File: config.mk
export PLATFORM = sky130hd
export DESIGN_NAME = scl_control
export DESIGN_NICKNAME = d
export VERILOG_FILES = /design/src/scl_serial_in.sv /design/src/scl_control.sv
export SDC_FILE = /design/constraint.sdc
export NUM_CORES = 1
export LEC_CHECK = 0
export BUFFER_PORTS_ARGS = -buffer_cell sky130_fd_sc_hd__buf_4
export CAP_MARGIN = 20
export CELL_PAD_IN_SITES_DETAIL_PLACEMENT = 0
export CELL_PAD_IN_SITES_GLOBAL_PLACEMENT = 1
export CORE_MARGIN = 8
export CORE_UTILIZATION = 44
export DETAILED_ROUTE_END_ITERATION = 10
export PLACE_DENSITY_LB_ADDON = 0.1
export SLEW_MARGIN = 20
export SYNTH_ARGS = -nofsm -noshare
export SYNTH_HDL_FRONTEND = slang
export SYNTH_HIERARCHICAL = 1
export SYNTH_SLANG_ARGS = --single-unit
export TNS_END_PERCENT = 10
File: constraint.sdc
create_clock -name mclk -period 2.3 [get_ports mclk]
set_clock_uncertainty 0.05 [all_clocks]
set_input_delay 0.46 -clock mclk [delete_from_list [all_inputs] [get_ports mclk]]
set_output_delay 0.46 -clock mclk [all_outputs]
set_load 0.005 [all_outputs]
File: src/scl_serial_in.sv
// constants package and serial input shift register with pin synchronisers
`timescale 1ns/1ns
`default_nettype none

package scl_pkg;
    localparam int WORD_W      = 24;
    localparam int TIMER_W     = 8;
    localparam int SYNC_STAGES = 2;
    // latch select codes in the two low word bits
    typedef enum logic [1:0] {
        SEL_REF  = 2'b00,
        SEL_DIV  = 2'b01,
        SEL_FUNC = 2'b10,
        SEL_INIT = 2'b11
    } scl_sel_type;
    // reference latch payload
    localparam int RF_HI       = 23;
    localparam int RF_LO       = 2;
    // divider latch fields; bits 23:22 are ignored
    localparam int DV_GAIN     = 21;
    localparam int DV_MAIN_HI  = 20;
    localparam int DV_MAIN_LO  = 8;
    localparam int DV_SW_HI    = 7;
    localparam int DV_SW_LO    = 2;
    // function latch fields
    localparam int FL_PRE_HI   = 23;
    localparam int FL_PRE_LO   = 22;
    localparam int FL_PD_B     = 21;
    localparam int FL_CUR_B_HI = 20;
    localparam int FL_CUR_B_LO = 18;
    localparam int FL_CUR_A_HI = 17;
    localparam int FL_CUR_A_LO = 15;
    localparam int FL_TC_HI    = 14;
    localparam int FL_TC_LO    = 11;
    localparam int FL_FL_MODE  = 10;
    localparam int FL_FL_EN    = 9;
    localparam int FL_POL      = 8;
    localparam int FL_CP_OFF   = 7;
    localparam int FL_SEL_HI   = 6;
    localparam int FL_SEL_LO   = 4;
    localparam int FL_PD_A     = 3;
    localparam int FL_HOLD     = 2;
    localparam logic [TIMER_W-1:0] TIMER_ONE       = 8'h01;
    localparam logic [7:0]         TIMEOUT_STEP_DF = 8'h04;
endpackage

module scl_serial_in (
    // clock and reset
    input  wire logic                      mclk,
    input  wire logic                      reset,
    // serial pins
    input  wire logic                      ser_clk,
    input  wire logic                      ser_data,
    input  wire logic                      latch_strobe,
    // captured word
    output logic [scl_pkg::WORD_W-1:0]     word,
    output logic                           word_valid
);
    import scl_pkg::*;

    typedef struct packed {
        logic [2:0]        clk_s;
        logic [1:0]        dat_s;
        logic [2:0]        le_s;
        logic [WORD_W-1:0] shift;
        logic [WORD_W-1:0] word;
        logic              valid;
    } scl_rx_type;

    scl_rx_type q;
    scl_rx_type d;

    always_comb begin
        d = q;
        // stage 0 feeds only stage 1; stage 2 is the edge history
        d.clk_s = {q.clk_s[1:0], ser_clk};
        d.dat_s = {q.dat_s[0], ser_data};
        d.le_s  = {q.le_s[1:0], latch_strobe};
        d.valid = 1'b0;
        if (q.clk_s[1] & ~q.clk_s[2]) begin
            d.shift = {q.shift[WORD_W-2:0], q.dat_s[1]};
        end
        if (q.le_s[1] & ~q.le_s[2]) begin
            d.word  = q.shift;
            d.valid = 1'b1;
        end
    end

    always_ff @(posedge mclk) begin
        if (reset) begin
            q <= '0;
        end else begin
            q <= d;
        end
    end

    assign word       = q.word;
    assign word_valid = q.valid;
endmodule

`default_nettype wire

File: src/scl_control.sv
// synthesizer control latches: decode, power-down, fastlock, test output
//
// Notes on behaviour
// - 24 bits shifted msb first on clock rise
// - strobe rise copies word into selected latch
// - function latch field layout as specified
// - divider word bits 23:22 ignored
// - control bits 1,0 steer word into reference, divider or function latch
// - count-hold bit holds both dividers in reset
// - hold release restarts dividers aligned together
// - power-down bits 3 and 21, gated by enable
// - enable pin low forces immediate power-down
// - bit a set, b clear: immediate power-down
// - both bits set: power-down at pump event
// - power-down loads divider and timeout counters
// - power-down three-states the charge pump
// - power-down resets digital lock detect
// - power-down removes bias, debiases input, buffer
// - serial register keeps working in power-down
// - test output follows three select bits
// - bit 9 enables fastlock
// - bit 10 picks fastlock mode 1 or 2
// - fastlock uses second pump current code
// - mode 1 follows pump-gain bit directly
// - mode 2 clears pump-gain after timeout
`timescale 1ns/1ns
`default_nettype none

module scl_control #(
    parameter logic [7:0] TIMEOUT_STEP = scl_pkg::TIMEOUT_STEP_DF
) (
    // clock and reset
    input  wire logic        mclk,
    input  wire logic        reset,
    // serial link and enable pin
    input  wire logic        ser_clk,
    input  wire logic        ser_data,
    input  wire logic        latch_strobe,
    input  wire logic        chip_enable,
    // inner synthesizer events and test sources
    input  wire logic        pump_event,
    input  wire logic        pd_cycle,
    input  wire logic [7:0]  mux_src,
    // divider settings
    output logic [21:0]      ref_latch_bits,
    output logic [12:0]      main_count,
    output logic [5:0]       swallow_count,
    output logic [1:0]       prescaler_sel,
    // charge pump
    output logic [2:0]       pump_current,
    output logic             pump_gain,
    output logic             pd_polarity,
    output logic             pump_tristate,
    // counters and power
    output logic             counter_reset,
    output logic             counter_restart,
    output logic             lock_detect_reset,
    output logic             bias_disable,
    output logic             rf_debias,
    output logic             ref_buffer_off,
    output logic             powered_down,
    // test output
    output logic             test_output_pin
);
    import scl_pkg::*;

    typedef struct packed {
        logic [1:0]         ce_s;
        logic [21:0]        ref_l;
        logic [12:0]        main_c;
        logic [5:0]         swallow_c;
        logic               gain;
        logic [23:2]        func;
        logic               hold_prev;
        logic               init_pend;
        logic               init_pulse;
        logic [TIMER_W-1:0] timer;
        logic               sync_pd;
        logic               pd;
        logic               cnt_rst;
        logic               restart;
        logic               tri_st;
        logic [2:0]         cur;
        logic               test_out;
    } scl_state_type;

    scl_state_type      q;
    scl_state_type      d;
    logic [WORD_W-1:0]  word;
    logic               word_valid;
    logic               ce;
    logic               fl_mode2;
    logic               async_pd;
    logic               armed;
    logic               pd_now;
    logic               expire;
    logic               sel_src;

    function automatic scl_sel_type sel_of(input logic [WORD_W-1:0] w);
        return scl_sel_type'(w[1:0]);
    endfunction

    function automatic logic [TIMER_W-1:0] timeout_load(
        input logic [3:0] code
    );
        return TIMER_W'(({4'h0, code} + 8'h01) * TIMEOUT_STEP);
    endfunction

    // serial register runs regardless of power state
    scl_serial_in u_rx (
        .mclk         (mclk),
        .reset        (reset),
        .ser_clk      (ser_clk),
        .ser_data     (ser_data),
        .latch_strobe (latch_strobe),
        .word         (word),
        .word_valid   (word_valid)
    );

    always_comb begin
        d        = q;
        d.ce_s   = {q.ce_s[0], chip_enable};
        ce       = q.ce_s[1];
        fl_mode2 = q.func[FL_FL_EN] & q.func[FL_FL_MODE];
        async_pd = q.func[FL_PD_A] & ~q.func[FL_PD_B];
        armed    = q.func[FL_PD_A] & q.func[FL_PD_B];
        pd_now   = ~ce | async_pd | q.sync_pd;
        expire   = fl_mode2 & q.gain & (q.timer == TIMER_ONE) & pd_cycle
                   & ~pd_now;
        // armed power-down waits for the next pump event
        d.sync_pd    = armed & ce & (q.sync_pd | pump_event);
        d.init_pulse = 1'b0;

        // timeout counter runs only in mode 2
        if (pd_now) begin
            d.timer = '0;
        end else if (fl_mode2 & q.gain) begin
            if (q.timer == '0) begin
                d.timer = timeout_load(q.func[FL_TC_HI:FL_TC_LO]);
            end else if (pd_cycle) begin
                d.timer = q.timer - TIMER_ONE;
            end
        end
        if (expire) begin
            d.gain = 1'b0;
        end

        // a new divider write wins over an expiry in the same cycle
        if (word_valid) begin
            case (sel_of(word))
                SEL_REF: begin
                    d.ref_l = word[RF_HI:RF_LO];
                end
                SEL_DIV: begin
                    // bits 23:22 are never looked at
                    d.main_c    = word[DV_MAIN_HI:DV_MAIN_LO];
                    d.swallow_c = word[DV_SW_HI:DV_SW_LO];
                    d.gain      = word[DV_GAIN];
                    d.timer     = '0;
                    if (q.init_pend) begin
                        d.init_pulse = 1'b1;
                        d.init_pend  = 1'b0;
                    end
                end
                SEL_FUNC: begin
                    d.func = word[23:2];
                end
                SEL_INIT: begin
                    d.func       = word[23:2];
                    d.init_pulse = 1'b1;
                    d.init_pend  = 1'b1;
                end
                default: begin
                    d.func = q.func;
                end
            endcase
        end

        d.pd        = pd_now;
        d.cnt_rst   = q.func[FL_HOLD] | pd_now | q.init_pulse;
        d.hold_prev = q.func[FL_HOLD];
        // both dividers restart on one common pulse
        d.restart   = q.hold_prev & ~q.func[FL_HOLD] & ~pd_now;
        d.tri_st    = pd_now | q.func[FL_HOLD] | q.func[FL_CP_OFF]
                      | q.init_pulse;
        d.cur       = q.gain ? q.func[FL_CUR_B_HI:FL_CUR_B_LO]
                             : q.func[FL_CUR_A_HI:FL_CUR_A_LO];
        d.test_out  = mux_src[q.func[FL_SEL_HI:FL_SEL_LO]];
    end

    always_ff @(posedge mclk) begin
        if (reset) begin
            q <= '0;
        end else begin
            q <= d;
        end
    end

    assign ref_latch_bits    = q.ref_l;
    assign main_count        = q.main_c;
    assign swallow_count     = q.swallow_c;
    assign prescaler_sel     = q.func[FL_PRE_HI:FL_PRE_LO];
    assign pump_current      = q.cur;
    assign pump_gain         = q.gain;
    assign pd_polarity       = q.func[FL_POL];
    assign pump_tristate     = q.tri_st;
    assign counter_reset     = q.cnt_rst;
    assign counter_restart   = q.restart;
    assign lock_detect_reset = q.pd;
    assign bias_disable      = q.pd;
    assign rf_debias         = q.pd;
    assign ref_buffer_off    = q.pd;
    assign powered_down      = q.pd;
    assign test_output_pin   = q.test_out;

    // source picked by the select bits, for the output check
    assign sel_src = mux_src[q.func[FL_SEL_HI:FL_SEL_LO]];
endmodule

`default_nettype wire

---- Yosys cells after proc, flatten, opt, wreduce, memory -nomap -nowiden ----
Cells that the tools add are included.
Widths: inputs -> output; s select.
word-level totals
  ROM bits ................................ 0
  bits in writable memories ............... 0
  memories kept ........................... 0
  bits in latches ......................... 0
  input port bits ......................... 16
  flip-flop bits (word level) ............. 143
operators by class
  bitwise gates (word level) .............. 27
  shift operators ......................... 0
  $mul .................................... 0
  div/mod/pow operators ................... 0
  magnitude comparators ................... 1
  reduce and logical (&&, ||, !) cells .... 9
  $add $sub $neg .......................... 2
  equal/unequal tests ..................... 4
  mux-type cells .......................... 16
operators with widths
  cell                 count
  $mux 8               6
  $mux 23              1
  $mux 22              1
  $and 1x1->1          13
  $eq 8x1->1 const B   1
  $logic_not 8->1      1
  $reduce_and 2->1     4
  $sub 8x1->8 const B  1
  $not 1->1            7
  $or 1x1->1           7
  $add 4x1->5 const B  1
  $mux 1               5
  $eq 2x2->1 const B   2
  $lt 3x4->1 const B   1
  $pmux 2 s2           1
  $reduce_or 2->1      2
  $bmux 1 s3           1
  $mux 3               1
  $eq 2x1->1 const B   1
  $logic_not 2->1      1
  $reduce_bool 2->1    1

---- Logic depth before layout (Yosys ltp) ----
  depth in word-level cells ............... 9
  gate-level depth with buffers ........... 7

---- By module ----
The synthesis kept the hierarchy.
by module, submodules not included
  module         times used  area an instance (µm²)  cells an instance
  scl_control    1           3648.5                  453
  scl_serial_in  1           2329.7                  201

---- Worst setup path before layout ----
OpenSTA, ideal clock, no wires.
  path kind ............................... reg2reg
  start point ............................. reg q[9] in the netlist's numbering
  end point ............................... reg q[11] in the netlist's numbering
  data arrival time ....................... 1711 ps
  stages on the path, launching flop included .. 7
  required time ........................... 2176 ps
  setup slack ............................. 465 ps
  cell sequence ........................... dfxtp_1 inv_1 ha_1 or2b_1 or4_4 or3_1 a31oi_1
between the ends
  longest elaborated chain between the ends .. 7
  elaborated cells between the ends (all ways) .. 8
ends and longest elaborated chain
  element                 RTL line            text
  from (decl)             scl_control.sv:87   scl_state_type q;
  from (signal assigned)  scl_control.sv:193  q <= '0;
  from (signal assigned)  scl_control.sv:195  q <= d;
  $sub 8x1->8             scl_control.sv:141  d.timer = q.timer - TIMER_ONE;
  $mux 8                  scl_control.sv:140  end else if (pd_cycle) begin
  $mux 8 *                scl_control.sv:138  if (q.timer == '0) begin
  $mux 8 *                scl_control.sv:137  end else if (fl_mode2 & q.gain) begin
  $mux 8 *                scl_control.sv:135  if (pd_now) begin
  $mux 8                  scl_control.sv:150  case (sel_of(word))
  $mux 8 *                scl_control.sv:149  if (word_valid) begin
Mark *: on every way between the ends. The rest lies on a longest branch, timed or not.
A chain may end at the register's enable or synchronous reset.

---- Worst setup path after layout ----
Ends and elaborated chain as after synthesis.

==> flow_summary_export.csv <==
group,metric,value,unit
critical_path,crit_path_start_kind,"register",
run_status,status,"completed",
routing,wire_per_inst,14.8,um
clock_network,cts_buffers,17,
routing,wl_met2,5.63,mm
routing,via_count,4083,
routing,avgViaCountPerCell,4.87,
logic_synthesis,ys_types,47,
sta,hold_violations,0,
floorplanning,num_rows,42,
routing,dr_wl_met3,676,um
layout,fin_cells,838,
logic_synthesis,synthArstFlopShare,0,%
power_and_ir_drop,p_per_area,798,nW/um2
grt,track_usage,14.6,%
sta,hold-worst-slack,200,ps
clock_network,post-cts-setup-buffers,0,
sta,slew_violations,0,
sta,min_period,2000,ps
routing,wirelength,12.4,mm
sta,max_freq,0.500,GHz
critical_path,worst_ep_required_time,2600,ps
clock_network,cts_resized,0,
routing,m1WireLength,5.95,mm
clock_network,clock_latency,420,ps
job,drv_cap,0,
sta,post-route-period-util,87.0,%
layout,fin_area,6620,um2
power_and_ir_drop,p_leak,2.56,nW
sta,rsz0062_at_grt,"false",
sta,fin_ws,298,ps
floorplanning,design.core.area,13200,um2
grt,grt_pass1_vias,3896,
min_path,hold_class,"in -> reg",
place,place_area,6050,um2
clock_network,clock_sinks,143,
critical_path,arrival,2300,ps
sta,finalSetupViolCount,0,
logic_synthesis,synth.area.top_cells,"dfxtp_1 (48%), buf_4 (9.4%), mux2i_1 (8.7%)",
place,gp_congestion,0.792,
clock_network,htree_num_levels,4,
logic_synthesis,synthesis.nets,674,
clock_network,cts_tree,"yes",
floorplanning,io_pins,73,
logic_synthesis,ys_warn_count,6,
critical_path,end_kind,"register",
clock_network,clkTransAtPathRegs,60,ps
critical_path,crit_type,"reg -> reg",
logic_synthesis,yosys.area.top_type,"dfxtp_1",
grt,grt_max_degree,45,
place,post-place-ws,333,ps
sta,relSlewSlack,47.4,%
logic_synthesis,synth.top_cell.area_share,47.9,%
logic_synthesis,ys.flop_type,"dfxtp_1",
grt,antenna_found_initial,0,
layout,drive_gt1_share,19.0,%
routing,firstDrtPassIters,4,
routing,routed.top_layer,"met4",
power_and_ir_drop,irDropWorstVdd,510,uV
clock_network,cts_buffer_depth,2,
sta,tightest_slew,787,ps
grt,grt_first_pass_wirelength,20.4,mm
place,port_buffers,72,
routing,postRouteAntennaNets,0,
place,dp.cells,806,
critical_path,path_max_fanout,7,
clock_network,ctsHoldBuffers,0,
clock_network,cts_root_buf,"clkbuf_16",
layout,num_antenna_cells,0,
logic_synthesis,yosysSeqAreaShare,47.9,%
floorplanning,die_w,133,um
floorplanning,start_util,45.1,%
floorplanning,die-area,17600,um2
routing,drc,0,
logic_synthesis,ys_seq_elements,143,
layout,fin_nets,669,
logic_synthesis,synth-edff-count,0,
layout,syn2layout_area_growth,10.8,%
logic_synthesis,syn-instance-count,654,
floorplanning,die_y,133,um
logic_synthesis,synth_area,5980,um2
sta,final.setup.tns,0,ps
logic_synthesis,avgSynthCellArea,9.14,um2
routing,drtIter0Drc,227,
place,post-dp-hpwl,8.78,mm
grt,grt.overflow.total,0,
registers in the layout, summed over array words and instances, names as in the netlist, 2 cells and up:
name            cells
prescaler_sel       2
u_rx/d              5
q                  30
pump_current        3
main_count         13
u_rx/q             27
swallow_count       6
d                   2
u_rx/word          24
ref_latch_bits     22
stage by stage:
step                      power, mW  utilization [%]
after global placement         2.70             45.7
after floorplan                2.66                -
final                          5.28             50.0
after CTS                      5.35             50.0
after global routing           5.48             50.0
after detailed placement       2.70             45.7
cell type report:
| class | instances | area [um2] |
|---|---|---|
| clock buffers | 18 | 429 |
| flip-flops and latches | 143 | 2860 |
| inverters | 4 | 15.0 |
| well taps | 176 | 220 |
| multi-input cells | 399 | 2320 |
| clock inverters | 14 | 144 |
| fillers | 1307 | 6620 |
| repair buffers | 84 | 631 |
worst max-delay path: stages (launching register included):
cell and delay [ps]:
dfxtp_1 360, inv_1 110, ha_1 150, or2b_1 300, or4_4 470, or3_1 330, a31oi_1 160
cells by family (layout without fill, tap and decap cells):
kind of cell | after synthesis | count (layout) | synth area share (%)
fa+ha+maj | 4 | 4 | 0.837
xor+xnor | 2 | 2 | 0.293
mux | 54 | 54 | 9.46
simple gates | 252 | 252 | 20.5
flops | 143 | 143 | 47.9
buf+inv | 112 | 120 | 13.3
compound gates | 87 | 87 | 7.72
layout by cell type, fill, tap and decap left out, types with 5 or more instances in the layout:
cell type   instances
dfxtp_1           143
mux2i_1            52
o21ai_0             5
nor3_1              5
clkbuf_16          17
nand2_1           138
nor2_1             15
buf_4              84
a21oi_1            70
clkinvlp_4          5
nand3_1             6
nand2b_1           49
nor2b_1            12
layer usage:
metal  global-route usage, %  vias up
met3                    5.03       17
li1                        -     2076
met2                    22.3       83
met4                    5.36        0
met1                    18.5     1907
met5                       0        -
where the power goes:
| part | switching [mW] | total (mW) | internal, mW |
|---|---|---|---|
| sequential | 0.00633 | 2.50 | 2.49 |
| combinational | 0.0755 | 0.147 | 0.0712 |
| clock | 1.05 | 2.64 | 1.59 |
synth_stat cells, types with 2 or more instances:
cell type,instances
or2_2,3
buf_4,75
nand2b_1,49
nor3_1,5
nand3_1,6
and2_0,2
buf_2,4
o21bai_1,2
mux4_2,2
buf_6,3
clkbuf_1,22
nor4b_1,2
o21ai_0,5
nand4_1,3
nor2_1,15
a21oi_1,70
a31oi_1,3
and3_1,2
mux2i_1,52
inv_1,4
dfxtp_1,143
nand2_1,138
ha_1,4
nor2b_1,12
or3_1,2
buf_12,4
xnor2_1,2
path summary, 6_finish.rpt:
check / startpoint / end / slack (ps) / depth (start not counted)
setup reg to reg: q[9]$_SDFF_PP0_ / q[11]$_SDFF_PP0_ / 300 / 6
hold reg to reg: u_rx/d[53]$_SDFF_PP0_ / u_rx/q[53]$_SDFF_PP0_ / 390 / 1
setup / recovery: q[9]$_SDFF_PP0_ / q[11]$_SDFF_PP0_ / 300 / 6
hold / removal: latch_strobe / u_rx/d[50]$_SDFF_PP0_ / 200 / 2
Power figures use the tool's default switching activity.
